[src/akc_params.svh]
// Constants of the request byte composer: offsets, fields, patterns.
// Defines only; included by the editor, table, composer top and bench top files.
`ifndef AKC_PARAMS_SVH
`define AKC_PARAMS_SVH

// Byte offsets of the register map on the Avalon slave
`define AKC_OFF_CTRL 6'h00
`define AKC_OFF_STAGE 6'h04
`define AKC_OFF_CODE 6'h08
`define AKC_OFF_NODE 6'h0C
`define AKC_OFF_PRESET 6'h10
`define AKC_OFF_BIT 6'h14
`define AKC_OFF_COMMIT 6'h18
`define AKC_OFF_TX 6'h1C
`define AKC_OFF_STATUS 6'h20

// Field positions in the byte and in the write data
`define AKC_MODE_BIT 0
`define AKC_CODE_MSB 7
`define AKC_CODE_LSB 4
`define AKC_NODE_MSB 3
`define AKC_NODE_LSB 0
`define AKC_BITVAL_POS 7
`define AKC_PRESET_MSB 1
`define AKC_ST_KIND_MSB 4
`define AKC_ST_UNUSED_POS 5
`define AKC_ST_MODE_POS 6

// Mode encoding, preset selectors and patterns
`define AKC_MODE_SPAN 1'b0
`define AKC_MODE_RING 1'b1
`define AKC_SEL_ZEROS 2'h0
`define AKC_SEL_ONES 2'h1
`define AKC_SEL_ALT 2'h2
`define AKC_PAT_ZEROS 8'h00
`define AKC_PAT_ONES 8'hFF
`define AKC_PAT_ALT 8'hAA
`define AKC_BIT_FIRST 4'h1
`define AKC_BIT_LAST 4'h8

// Reset values
`define AKC_RST_STAGE 8'hAA
`define AKC_RST_TX 8'h00
`define AKC_RST_MODE 1'b0
`define AKC_RST_WORD 32'h00000000

`endif

[src/akc_pkg.sv]
// Types shared by the request byte composer modules.
// Assumes akc_params.svh is compiled alongside; holds no logic.
package akc_pkg;

  // Meaning of the request code under the selected mode
  typedef enum logic [4:0] {
    RQ_NONE, RQ_REV_RING, RQ_REV_SPAN, RQ_EXER_RING, RQ_EXER_SPAN,
    RQ_RESTORE_WAIT, RQ_MAN_RING, RQ_MAN_SPAN, RQ_DEG_RING, RQ_DEG_SPAN,
    RQ_DEG_PROT, RQ_FAIL_RING, RQ_FAIL_SPAN, RQ_FORCE_RING, RQ_FORCE_SPAN,
    RQ_LOCK_SPAN, RQ_NO_REVERT, RQ_REVERSE, RQ_EXER, RQ_MANUAL,
    RQ_DEG_LO, RQ_DEG_HI, RQ_FAIL_LO, RQ_FAIL_HI, RQ_FORCE, RQ_LOCKOUT,
    RQ_UNUSED
  } akc_req_e;

  // Edit applied to the staged byte
  typedef enum logic [2:0] {
    OP_NONE, OP_WHOLE, OP_CODE, OP_NODE, OP_PRESET, OP_BIT
  } akc_op_e;

  // Whole state of the composer top
  typedef struct packed {
    logic mode;
    logic [7:0] stage;
    logic [7:0] tx;
    logic wait_rq;
    logic [31:0] rdata;
    logic [7:0] oh_data;
    logic oh_valid;
  } akc_state_s;

endpackage : akc_pkg
[src/akc_byte_editor.sv]
// Computes the next staged byte from one edit operation.
// Combinational; the composer top registers the result.
`timescale 1ns/1ns
`include "akc_params.svh"

module akc_byte_editor
  import akc_pkg::*;
(
  input akc_op_e op,
  input logic [7:0] wdata,
  input logic [7:0] cur,
  output logic [7:0] nxt
);

  // Bit 1 of the byte sits in the most significant position
  function automatic logic [2:0] bit_pos(input logic [3:0] num);
    logic [3:0] pos;
    pos = `AKC_BIT_LAST - num;
    bit_pos = pos[2:0];
  endfunction : bit_pos

  // Each edit touches only its own field; other bits are kept
  always_comb begin
    nxt = cur;
    case (op)
      OP_WHOLE: nxt = wdata;
      OP_CODE: nxt[`AKC_CODE_MSB:`AKC_CODE_LSB] =
        wdata[`AKC_NODE_MSB:`AKC_NODE_LSB];
      OP_NODE: nxt[`AKC_NODE_MSB:`AKC_NODE_LSB] =
        wdata[`AKC_NODE_MSB:`AKC_NODE_LSB];
      OP_PRESET: begin
        case (wdata[`AKC_PRESET_MSB:0])
          `AKC_SEL_ZEROS: nxt = `AKC_PAT_ZEROS;
          `AKC_SEL_ONES: nxt = `AKC_PAT_ONES;
          `AKC_SEL_ALT: nxt = `AKC_PAT_ALT;
          default: nxt = cur;
        endcase
      end
      OP_BIT: begin
        // Bit numbers outside one to eight are ignored
        if (wdata[3:0] >= `AKC_BIT_FIRST && wdata[3:0] <= `AKC_BIT_LAST)
          nxt[bit_pos(wdata[3:0])] = wdata[`AKC_BITVAL_POS];
      end
      default: nxt = cur;
    endcase
  end

endmodule : akc_byte_editor

[src/akc_code_table.sv]
// Interprets the request code of the staged byte under the current mode.
// Purely combinational; fed from registers of the composer top.
`timescale 1ns/1ns
`include "akc_params.svh"

module akc_code_table
  import akc_pkg::*;
(
  input logic mode,
  input logic [3:0] code,
  output akc_req_e kind,
  output logic unused
);

  // Two tables; the stored bits never change, only their meaning
  always_comb begin
    kind = RQ_UNUSED;
    if (mode == `AKC_MODE_RING) begin
      case (code)
        4'h0: kind = RQ_NONE;
        4'h1: kind = RQ_REV_RING;
        4'h2: kind = RQ_REV_SPAN;
        4'h3: kind = RQ_EXER_RING;
        4'h4: kind = RQ_EXER_SPAN;
        4'h5: kind = RQ_RESTORE_WAIT;
        4'h6: kind = RQ_MAN_RING;
        4'h7: kind = RQ_MAN_SPAN;
        4'h8: kind = RQ_DEG_RING;
        4'h9: kind = RQ_DEG_SPAN;
        4'hA: kind = RQ_DEG_PROT;
        4'hB: kind = RQ_FAIL_RING;
        4'hC: kind = RQ_FAIL_SPAN;
        4'hD: kind = RQ_FORCE_RING;
        4'hE: kind = RQ_FORCE_SPAN;
        default: kind = RQ_LOCK_SPAN;
      endcase
    end else begin
      case (code)
        4'h0: kind = RQ_NONE;
        4'h1: kind = RQ_NO_REVERT;
        4'h2: kind = RQ_REVERSE;
        4'h4: kind = RQ_EXER;
        4'h6: kind = RQ_RESTORE_WAIT;
        4'h8: kind = RQ_MANUAL;
        4'hA: kind = RQ_DEG_LO;
        4'hB: kind = RQ_DEG_HI;
        4'hC: kind = RQ_FAIL_LO;
        4'hD: kind = RQ_FAIL_HI;
        4'hE: kind = RQ_FORCE;
        4'hF: kind = RQ_LOCKOUT;
        default: kind = RQ_UNUSED;
      endcase
    end
    unused = (kind == RQ_UNUSED);
  end

endmodule : akc_code_table

[src/akc_composer.sv]
// Protection request byte composer: staging, commit and frame insertion.
// Assumes an Avalon-MM master on mclk and an overhead inserter on mclk
// that pulses oh_slot in the request byte position of each frame.
//
// How it works
// - Mode register selects span or ring meaning
// - Committed byte goes out in each frame slot
// - Upper nibble is the request code, per-mode table
// - Ring codes zero to seven as listed
// - Ring codes eight to fifteen as listed
// - Span codes, with three five seven nine unused
// - Span codes ten to fifteen as listed
// - Lower nibble is node or channel by mode
// - Lower nibble accepts any of sixteen values
// - Whole byte: zeros, ones, alternating, arbitrary
// - Any single bit may be set alone
// - Edits stage; only commit changes transmitted byte
//
// Decided for this implementation: the Avalon-MM interface to the registers and the register addresses.
`timescale 1ns/1ns
`include "akc_params.svh"

module akc_composer
  import akc_pkg::*;
(
  input logic mclk,
  input logic arst_n,
  input logic [5:0] avs_address,
  input logic avs_read,
  input logic avs_write,
  input logic [31:0] avs_writedata,
  input logic [3:0] avs_byteenable,
  output logic [31:0] avs_readdata,
  output logic avs_waitrequest,
  input logic oh_slot,
  output logic [7:0] oh_k1_data,
  output logic oh_k1_valid,
  output logic [7:0] tx_byte,
  output logic mode_ring
);

  akc_state_s st_r;
  akc_state_s st_nxt;
  akc_op_e op;
  akc_req_e kind;
  logic unused;
  logic wr_ok;
  logic rd_take;
  logic [7:0] stage_edit;
  logic [31:0] rd_word;

  // Address compare, used by the write decode; the read multiplexer cases on the address
  function automatic logic hit(input logic [5:0] addr,
                               input logic [5:0] off);
    hit = (addr == off);
  endfunction : hit

  // A write lands in the cycle the slave shows waitrequest low;
  // lane 0 must be enabled since every field sits in the low byte
  assign wr_ok = avs_write & ~st_r.wait_rq & avs_byteenable[0];

  // Read data are captured while waitrequest is still high
  assign rd_take = avs_read & st_r.wait_rq;

  // Map the accepted write onto an edit of the staged byte
  assign op = !wr_ok ? OP_NONE :
    hit(avs_address, `AKC_OFF_STAGE) ? OP_WHOLE :
    hit(avs_address, `AKC_OFF_CODE) ? OP_CODE :
    hit(avs_address, `AKC_OFF_NODE) ? OP_NODE :
    hit(avs_address, `AKC_OFF_PRESET) ? OP_PRESET :
    hit(avs_address, `AKC_OFF_BIT) ? OP_BIT : OP_NONE;

  // Field and preset edits of the staged copy
  akc_byte_editor u_editor (
    .op(op),
    .wdata(avs_writedata[7:0]),
    .cur(st_r.stage),
    .nxt(stage_edit)
  );

  // Meaning of the staged code under the current mode
  akc_code_table u_table (
    .mode(st_r.mode),
    .code(st_r.stage[`AKC_CODE_MSB:`AKC_CODE_LSB]),
    .kind(kind),
    .unused(unused)
  );

  // Read multiplexer; unmapped offsets read as zero
  always_comb begin
    rd_word = `AKC_RST_WORD;
    case (avs_address)
      `AKC_OFF_CTRL: rd_word[`AKC_MODE_BIT] = st_r.mode;
      `AKC_OFF_STAGE: rd_word[7:0] = st_r.stage;
      `AKC_OFF_CODE: rd_word[3:0] =
        st_r.stage[`AKC_CODE_MSB:`AKC_CODE_LSB];
      `AKC_OFF_NODE: rd_word[3:0] =
        st_r.stage[`AKC_NODE_MSB:`AKC_NODE_LSB];
      `AKC_OFF_TX: rd_word[7:0] = st_r.tx;
      `AKC_OFF_STATUS: begin
        rd_word[`AKC_ST_KIND_MSB:0] = kind;
        rd_word[`AKC_ST_UNUSED_POS] = unused;
        rd_word[`AKC_ST_MODE_POS] = st_r.mode;
      end
      default: rd_word = `AKC_RST_WORD;
    endcase
  end

  // Next state of the whole block
  always_comb begin
    st_nxt = st_r;
    // One cycle of waitrequest low per request, then high again
    st_nxt.wait_rq = ~((avs_read | avs_write) & st_r.wait_rq);
    if (rd_take)
      st_nxt.rdata = rd_word;
    // Mode write touches only the mode; stored bits stay as they are
    if (wr_ok && hit(avs_address, `AKC_OFF_CTRL))
      st_nxt.mode = avs_writedata[`AKC_MODE_BIT];
    st_nxt.stage = stage_edit;
    // Only the commit copies the staged byte to the line
    if (wr_ok && hit(avs_address, `AKC_OFF_COMMIT))
      st_nxt.tx = st_r.stage;
    // Frame slot carries the committed byte
    st_nxt.oh_valid = oh_slot;
    if (oh_slot)
      st_nxt.oh_data = st_r.tx;
  end

  // State register
  always_ff @(posedge mclk or negedge arst_n) begin
    if (!arst_n) begin
      st_r.mode <= `AKC_RST_MODE;
      st_r.stage <= `AKC_RST_STAGE;
      st_r.tx <= `AKC_RST_TX;
      st_r.wait_rq <= 1'b1;
      st_r.rdata <= `AKC_RST_WORD;
      st_r.oh_data <= `AKC_RST_TX;
      st_r.oh_valid <= 1'b0;
    end else begin
      st_r <= st_nxt;
    end
  end

  // Outputs straight from the state register
  assign avs_readdata = st_r.rdata;
  assign avs_waitrequest = st_r.wait_rq;
  assign oh_k1_data = st_r.oh_data;
  assign oh_k1_valid = st_r.oh_valid;
  assign tx_byte = st_r.tx;
  assign mode_ring = st_r.mode;
endmodule : akc_composer

[config.mk]
export PLATFORM = sky130hd
export DESIGN_NAME = akc_composer
export DESIGN_NICKNAME = d
export VERILOG_FILES = /design/src/akc_pkg.sv /design/src/akc_byte_editor.sv /design/src/akc_code_table.sv /design/src/akc_composer.sv
export VERILOG_INCLUDE_DIRS = /design/src
export SDC_FILE = /design/constraint.sdc
export NUM_CORES = 1
export LEC_CHECK = 0
export BUFFER_PORTS_ARGS = -buffer_cell sky130_fd_sc_hd__buf_2
export CORE_UTILIZATION = 50
export DETAILED_ROUTE_END_ITERATION = 12
export GPL_ROUTABILITY_DRIVEN = 0
export PLACE_DENSITY = 0.92
export SLEW_MARGIN = 40
export SYNTH_ARGS = -nofsm -noshare
export SYNTH_HDL_FRONTEND = slang
export SYNTH_SLANG_ARGS = --single-unit
[constraint.sdc]
create_clock -name mclk -period 2.83 [get_ports mclk]
set_clock_uncertainty 0.15 [all_clocks]
set_input_delay 0.283 -clock mclk [delete_from_list [all_inputs] [get_ports mclk]]
set_output_delay 0.283 -clock mclk [all_outputs]
set_load 0.01 [all_outputs]
==> run_results.csv <==
group,metric,value,unit
outcome,status,"finished, final reports clean",
setup_path,crit_path_start_kind,"register",
die,initial_utilization,0.5208,
synthesis,synthCells,286,
final_layout,diodes,0,
synthesis,syn_area,2660,um^2
final_layout,layout_commonest_cell,"buf_2",
drt,detail_route.wl_per_cell,14.43,um
drt,antenna_left,0,
setup_path,critPathMaxFanout,9,
timing,tightest_slew,0.6295,ns
setup_path,critical_path_class,"register to register",
clock_tree,numCtsBuffers,5,
setup_path,r2r_cells,7,
synthesis,ys.flop_type,"dfrtp_1",
timing,min_period,2.283,ns
synthesis,netlist.area_leader.share,0.2822,
final_layout,n_fill_cell,481,
clock_tree,cts_resized,0,
clock_tree,cts_hold_buf,1,
timing,setup_ws,0.5468,ns
hold_path,hp-start,"avs_read",
global_route,grt_use_total,0.2041,
setup_path,cp_data_required_time,2.90,ns
clock_tree,ctsLongestPathBuffers,2,
setup_path,cp.arrival,2.35,ns
drt,route.detailed.drc,0,
placed_design,dpl.hpwl,4197,um
final_layout,area_growth,2.634,%
die,num_rows,26,
timing,fmax,438.0,MHz
placed_design,io_buffers,46,
synthesis,netlist-cell-type-count,57,
global_route,grt_pass1_vias,1829,
pwr,cellPowerDensity,458.8,nW/um^2
timing,final.setup.tns,0,ns
clock_tree,htreeDepth,2,
synthesis,yosys_register_bits,35,
clock_tree,path_clk_slew,0.07,ns
hold_path,whs_path_depth,2,
clock_tree,clk_latency,0.29,ns
final_layout,drive_gt1_frac,0.2656,
placed_design,pre_cts_ws,0.5241,ns
setup_path,rr_startpoint,"st_r[55]$_DFFE_PN1P_",
final_layout,final_cell_mix,"buf_2, dfrtp_1, conb_1",
die,die_y,74.94,um
die,die_area,5616,um^2
timing,setup_violations,0,
timing,slew-limit-headroom,0.5789,
hold_path,min_path_type,"primary input to register",
die,die_x,74.94,um
timing,drv_slew,0,
drt,via_per_inst,5.712,
synthesis,async_reset_ff_frac,1.000,
timing,rsz0062_at_grt,"no",
run,cap_viol_max_count,0,
die,io_pins,98,
timing,hold_viol_final,0,
synthesis,synth_edf_count,0,
timing,fin_hold_ws,0.006568,ns
synthesis,synth_top_area_cell,"dfrtp_1",
drt,vias,2142,
synthesis,syn_avg_cell_area,9.301,um^2
global_route,antenna_found_initial,0,
setup_path,crit_path_end_kind,"register",
hold_path,whs_endpoint,"avs_waitrequest$_DFF_PN1_",
drt,drt-initial-drc-count,198,
pwr,p_leak,1.282,nW
clock_tree,cts_setup_buffers,0,
global_route,grt_max_degree,36,
clock_tree,numClockSinks,35,
setup_path,worstReg2RegEnd,"avs_readdata[5]$_DFFE_PN0P_",
die,core-area,5107,um^2
pwr,vdd_drop_max,0.2180,mV
timing,fin_crit_sh,0.8068,
synthesis,synth_area_leaders,"dfrtp_1, buf_4, mux2_2, dfstp_2, ha_1",
drt,routed_wl,5411,um
synthesis,synth_seq_area_share,0.3316,
global_route,grt-ovfl-total,0,
clock_tree,cts-root-buf,"clkbuf_8",
global_route,grt_pass1_wl,8721,um
drt,drt-pass1-iter-count,5,
final_layout,nNetsFinal,361,
clock_tree,cts_tree,"yes",
synthesis,yosysWarnings,0,
setup_path,reg2reg_setup_slack,0.55,ns
power by group:
| group | internal, mW | switching, mW |
|---|---|---|
| combinational | 0.116 | 0.183 |
| sequential | 0.553 | 0.0545 |
| clock | 0.172 | 0.174 |
routing by layer:
metal / GRT usage / up-vias / routed length, um / part of all wire
li1: - / 1021 / - / -
met5: 0 / - / 0 / 0
met2: 0.3453 / 108 / 2649 / 0.49
met3: 0.03079 / 10 / 351 / 0.065
met4: 0.07966 / 0 / 98 / 0.018
met1: 0.2626 / 1003 / 2312 / 0.43
cell families (layout without fill, tap and decap cells):
family                   after synthesis  in the layout  synth area share
XOR/XNOR                               3              3          0.009880
AND/OR/NAND/NOR                       75             75            0.1660
buffers and inverters                 67             63            0.1736
AO/OA/AOI/OAI                         77             77            0.1966
adder cells (fa/ha/maj)               10             10           0.04704
flip-flops                            35             35            0.3316
other                                  1             24          0.001410
multiplexers                          18             18           0.07385
worst max path at each step:
stage                              start                           to  slack [ns]  cells after the start
floorplan           st_r[55]$_DFFE_PN1P_  avs_readdata[5]$_DFFE_PN0P_        0.81                      7
global placement        avs_writedata[0]         st_r[55]$_DFFE_PN1P_        0.56                      8
detailed placement      avs_writedata[0]         st_r[55]$_DFFE_PN1P_        0.52                      8
CTS                 st_r[55]$_DFFE_PN1P_  avs_readdata[5]$_DFFE_PN0P_        0.56                      7
global route        st_r[55]$_DFFE_PN1P_  avs_readdata[5]$_DFFE_PN0P_        0.40                      7
finish              st_r[55]$_DFFE_PN1P_  avs_readdata[5]$_DFFE_PN0P_        0.55                      7
critical path, cell delays in order (launching register included):
cell and delay, ns:
dfstp_2 0.64, inv_1 0.18, ha_1 0.31, nor3_1 0.04
a21oi_1 0.12, o21ai_0 0.12, or4_1 0.52, o21ai_1 0.12
state kept, by name, indices dropped and copies added (netlist names):
register / cells
st_r: 8
avs_readdata: 8
oh_k1_data: 8
tx_byte: 8
mode_ring: 1
oh_k1_valid: 1
avs_waitrequest: 1
synth_stat cells (2+ instances only):
cell	number
a22oi_1	6
and3_1	4
a31oi_1	5
o2111ai_1	2
and2_1	2
o221ai_1	5
o21ai_0	21
nand2_1	16
inv_1	8
dfstp_2	5
buf_2	3
nand2b_1	3
mux2_2	13
a221oi_1	5
o211ai_1	2
nor3_1	6
o22ai_1	3
nand3_1	7
dfrtp_1	30
o311ai_0	2
a222oi_1	3
a221o_1	2
mux2i_1	5
o31a_1	2
nor4_1	2
nand3b_1	3
clkbuf_1	3
xnor2_1	2
or2_2	2
a21oi_1	11
ha_1	10
nor2b_1	4
buf_6	3
nor2_1	15
buf_4	49
layout make-up:
| type | count | area [um^2] | area share |
|---|---|---|---|
| clock buffers | 6 | 72.57 | 0.02658 |
| clock inverters | 2 | 12.51 | 0.004583 |
| inverters | 8 | 30.03 | 0.01100 |
| multi-input cells | 207 | 1403 | 0.5138 |
| flip-flops and latches | 35 | 882.1 | 0.3231 |
| well taps | 70 | 87.58 | 0.03208 |
| repair buffers | 47 | 242.7 | 0.08891 |
per-stage QoR:
stage	util	total power, mW	area (um^2)	std cells
detailed placement	0.5154	0.9100	2633	366
global placement	0.5154	0.8952	2633	366
finish	0.5345	1.253	2730	375
floorplan	-	0.8619	2746	309
CTS	0.5341	1.259	2728	375
global route	0.5345	1.331	2730	375
Power figures use the tool's default switching activity.
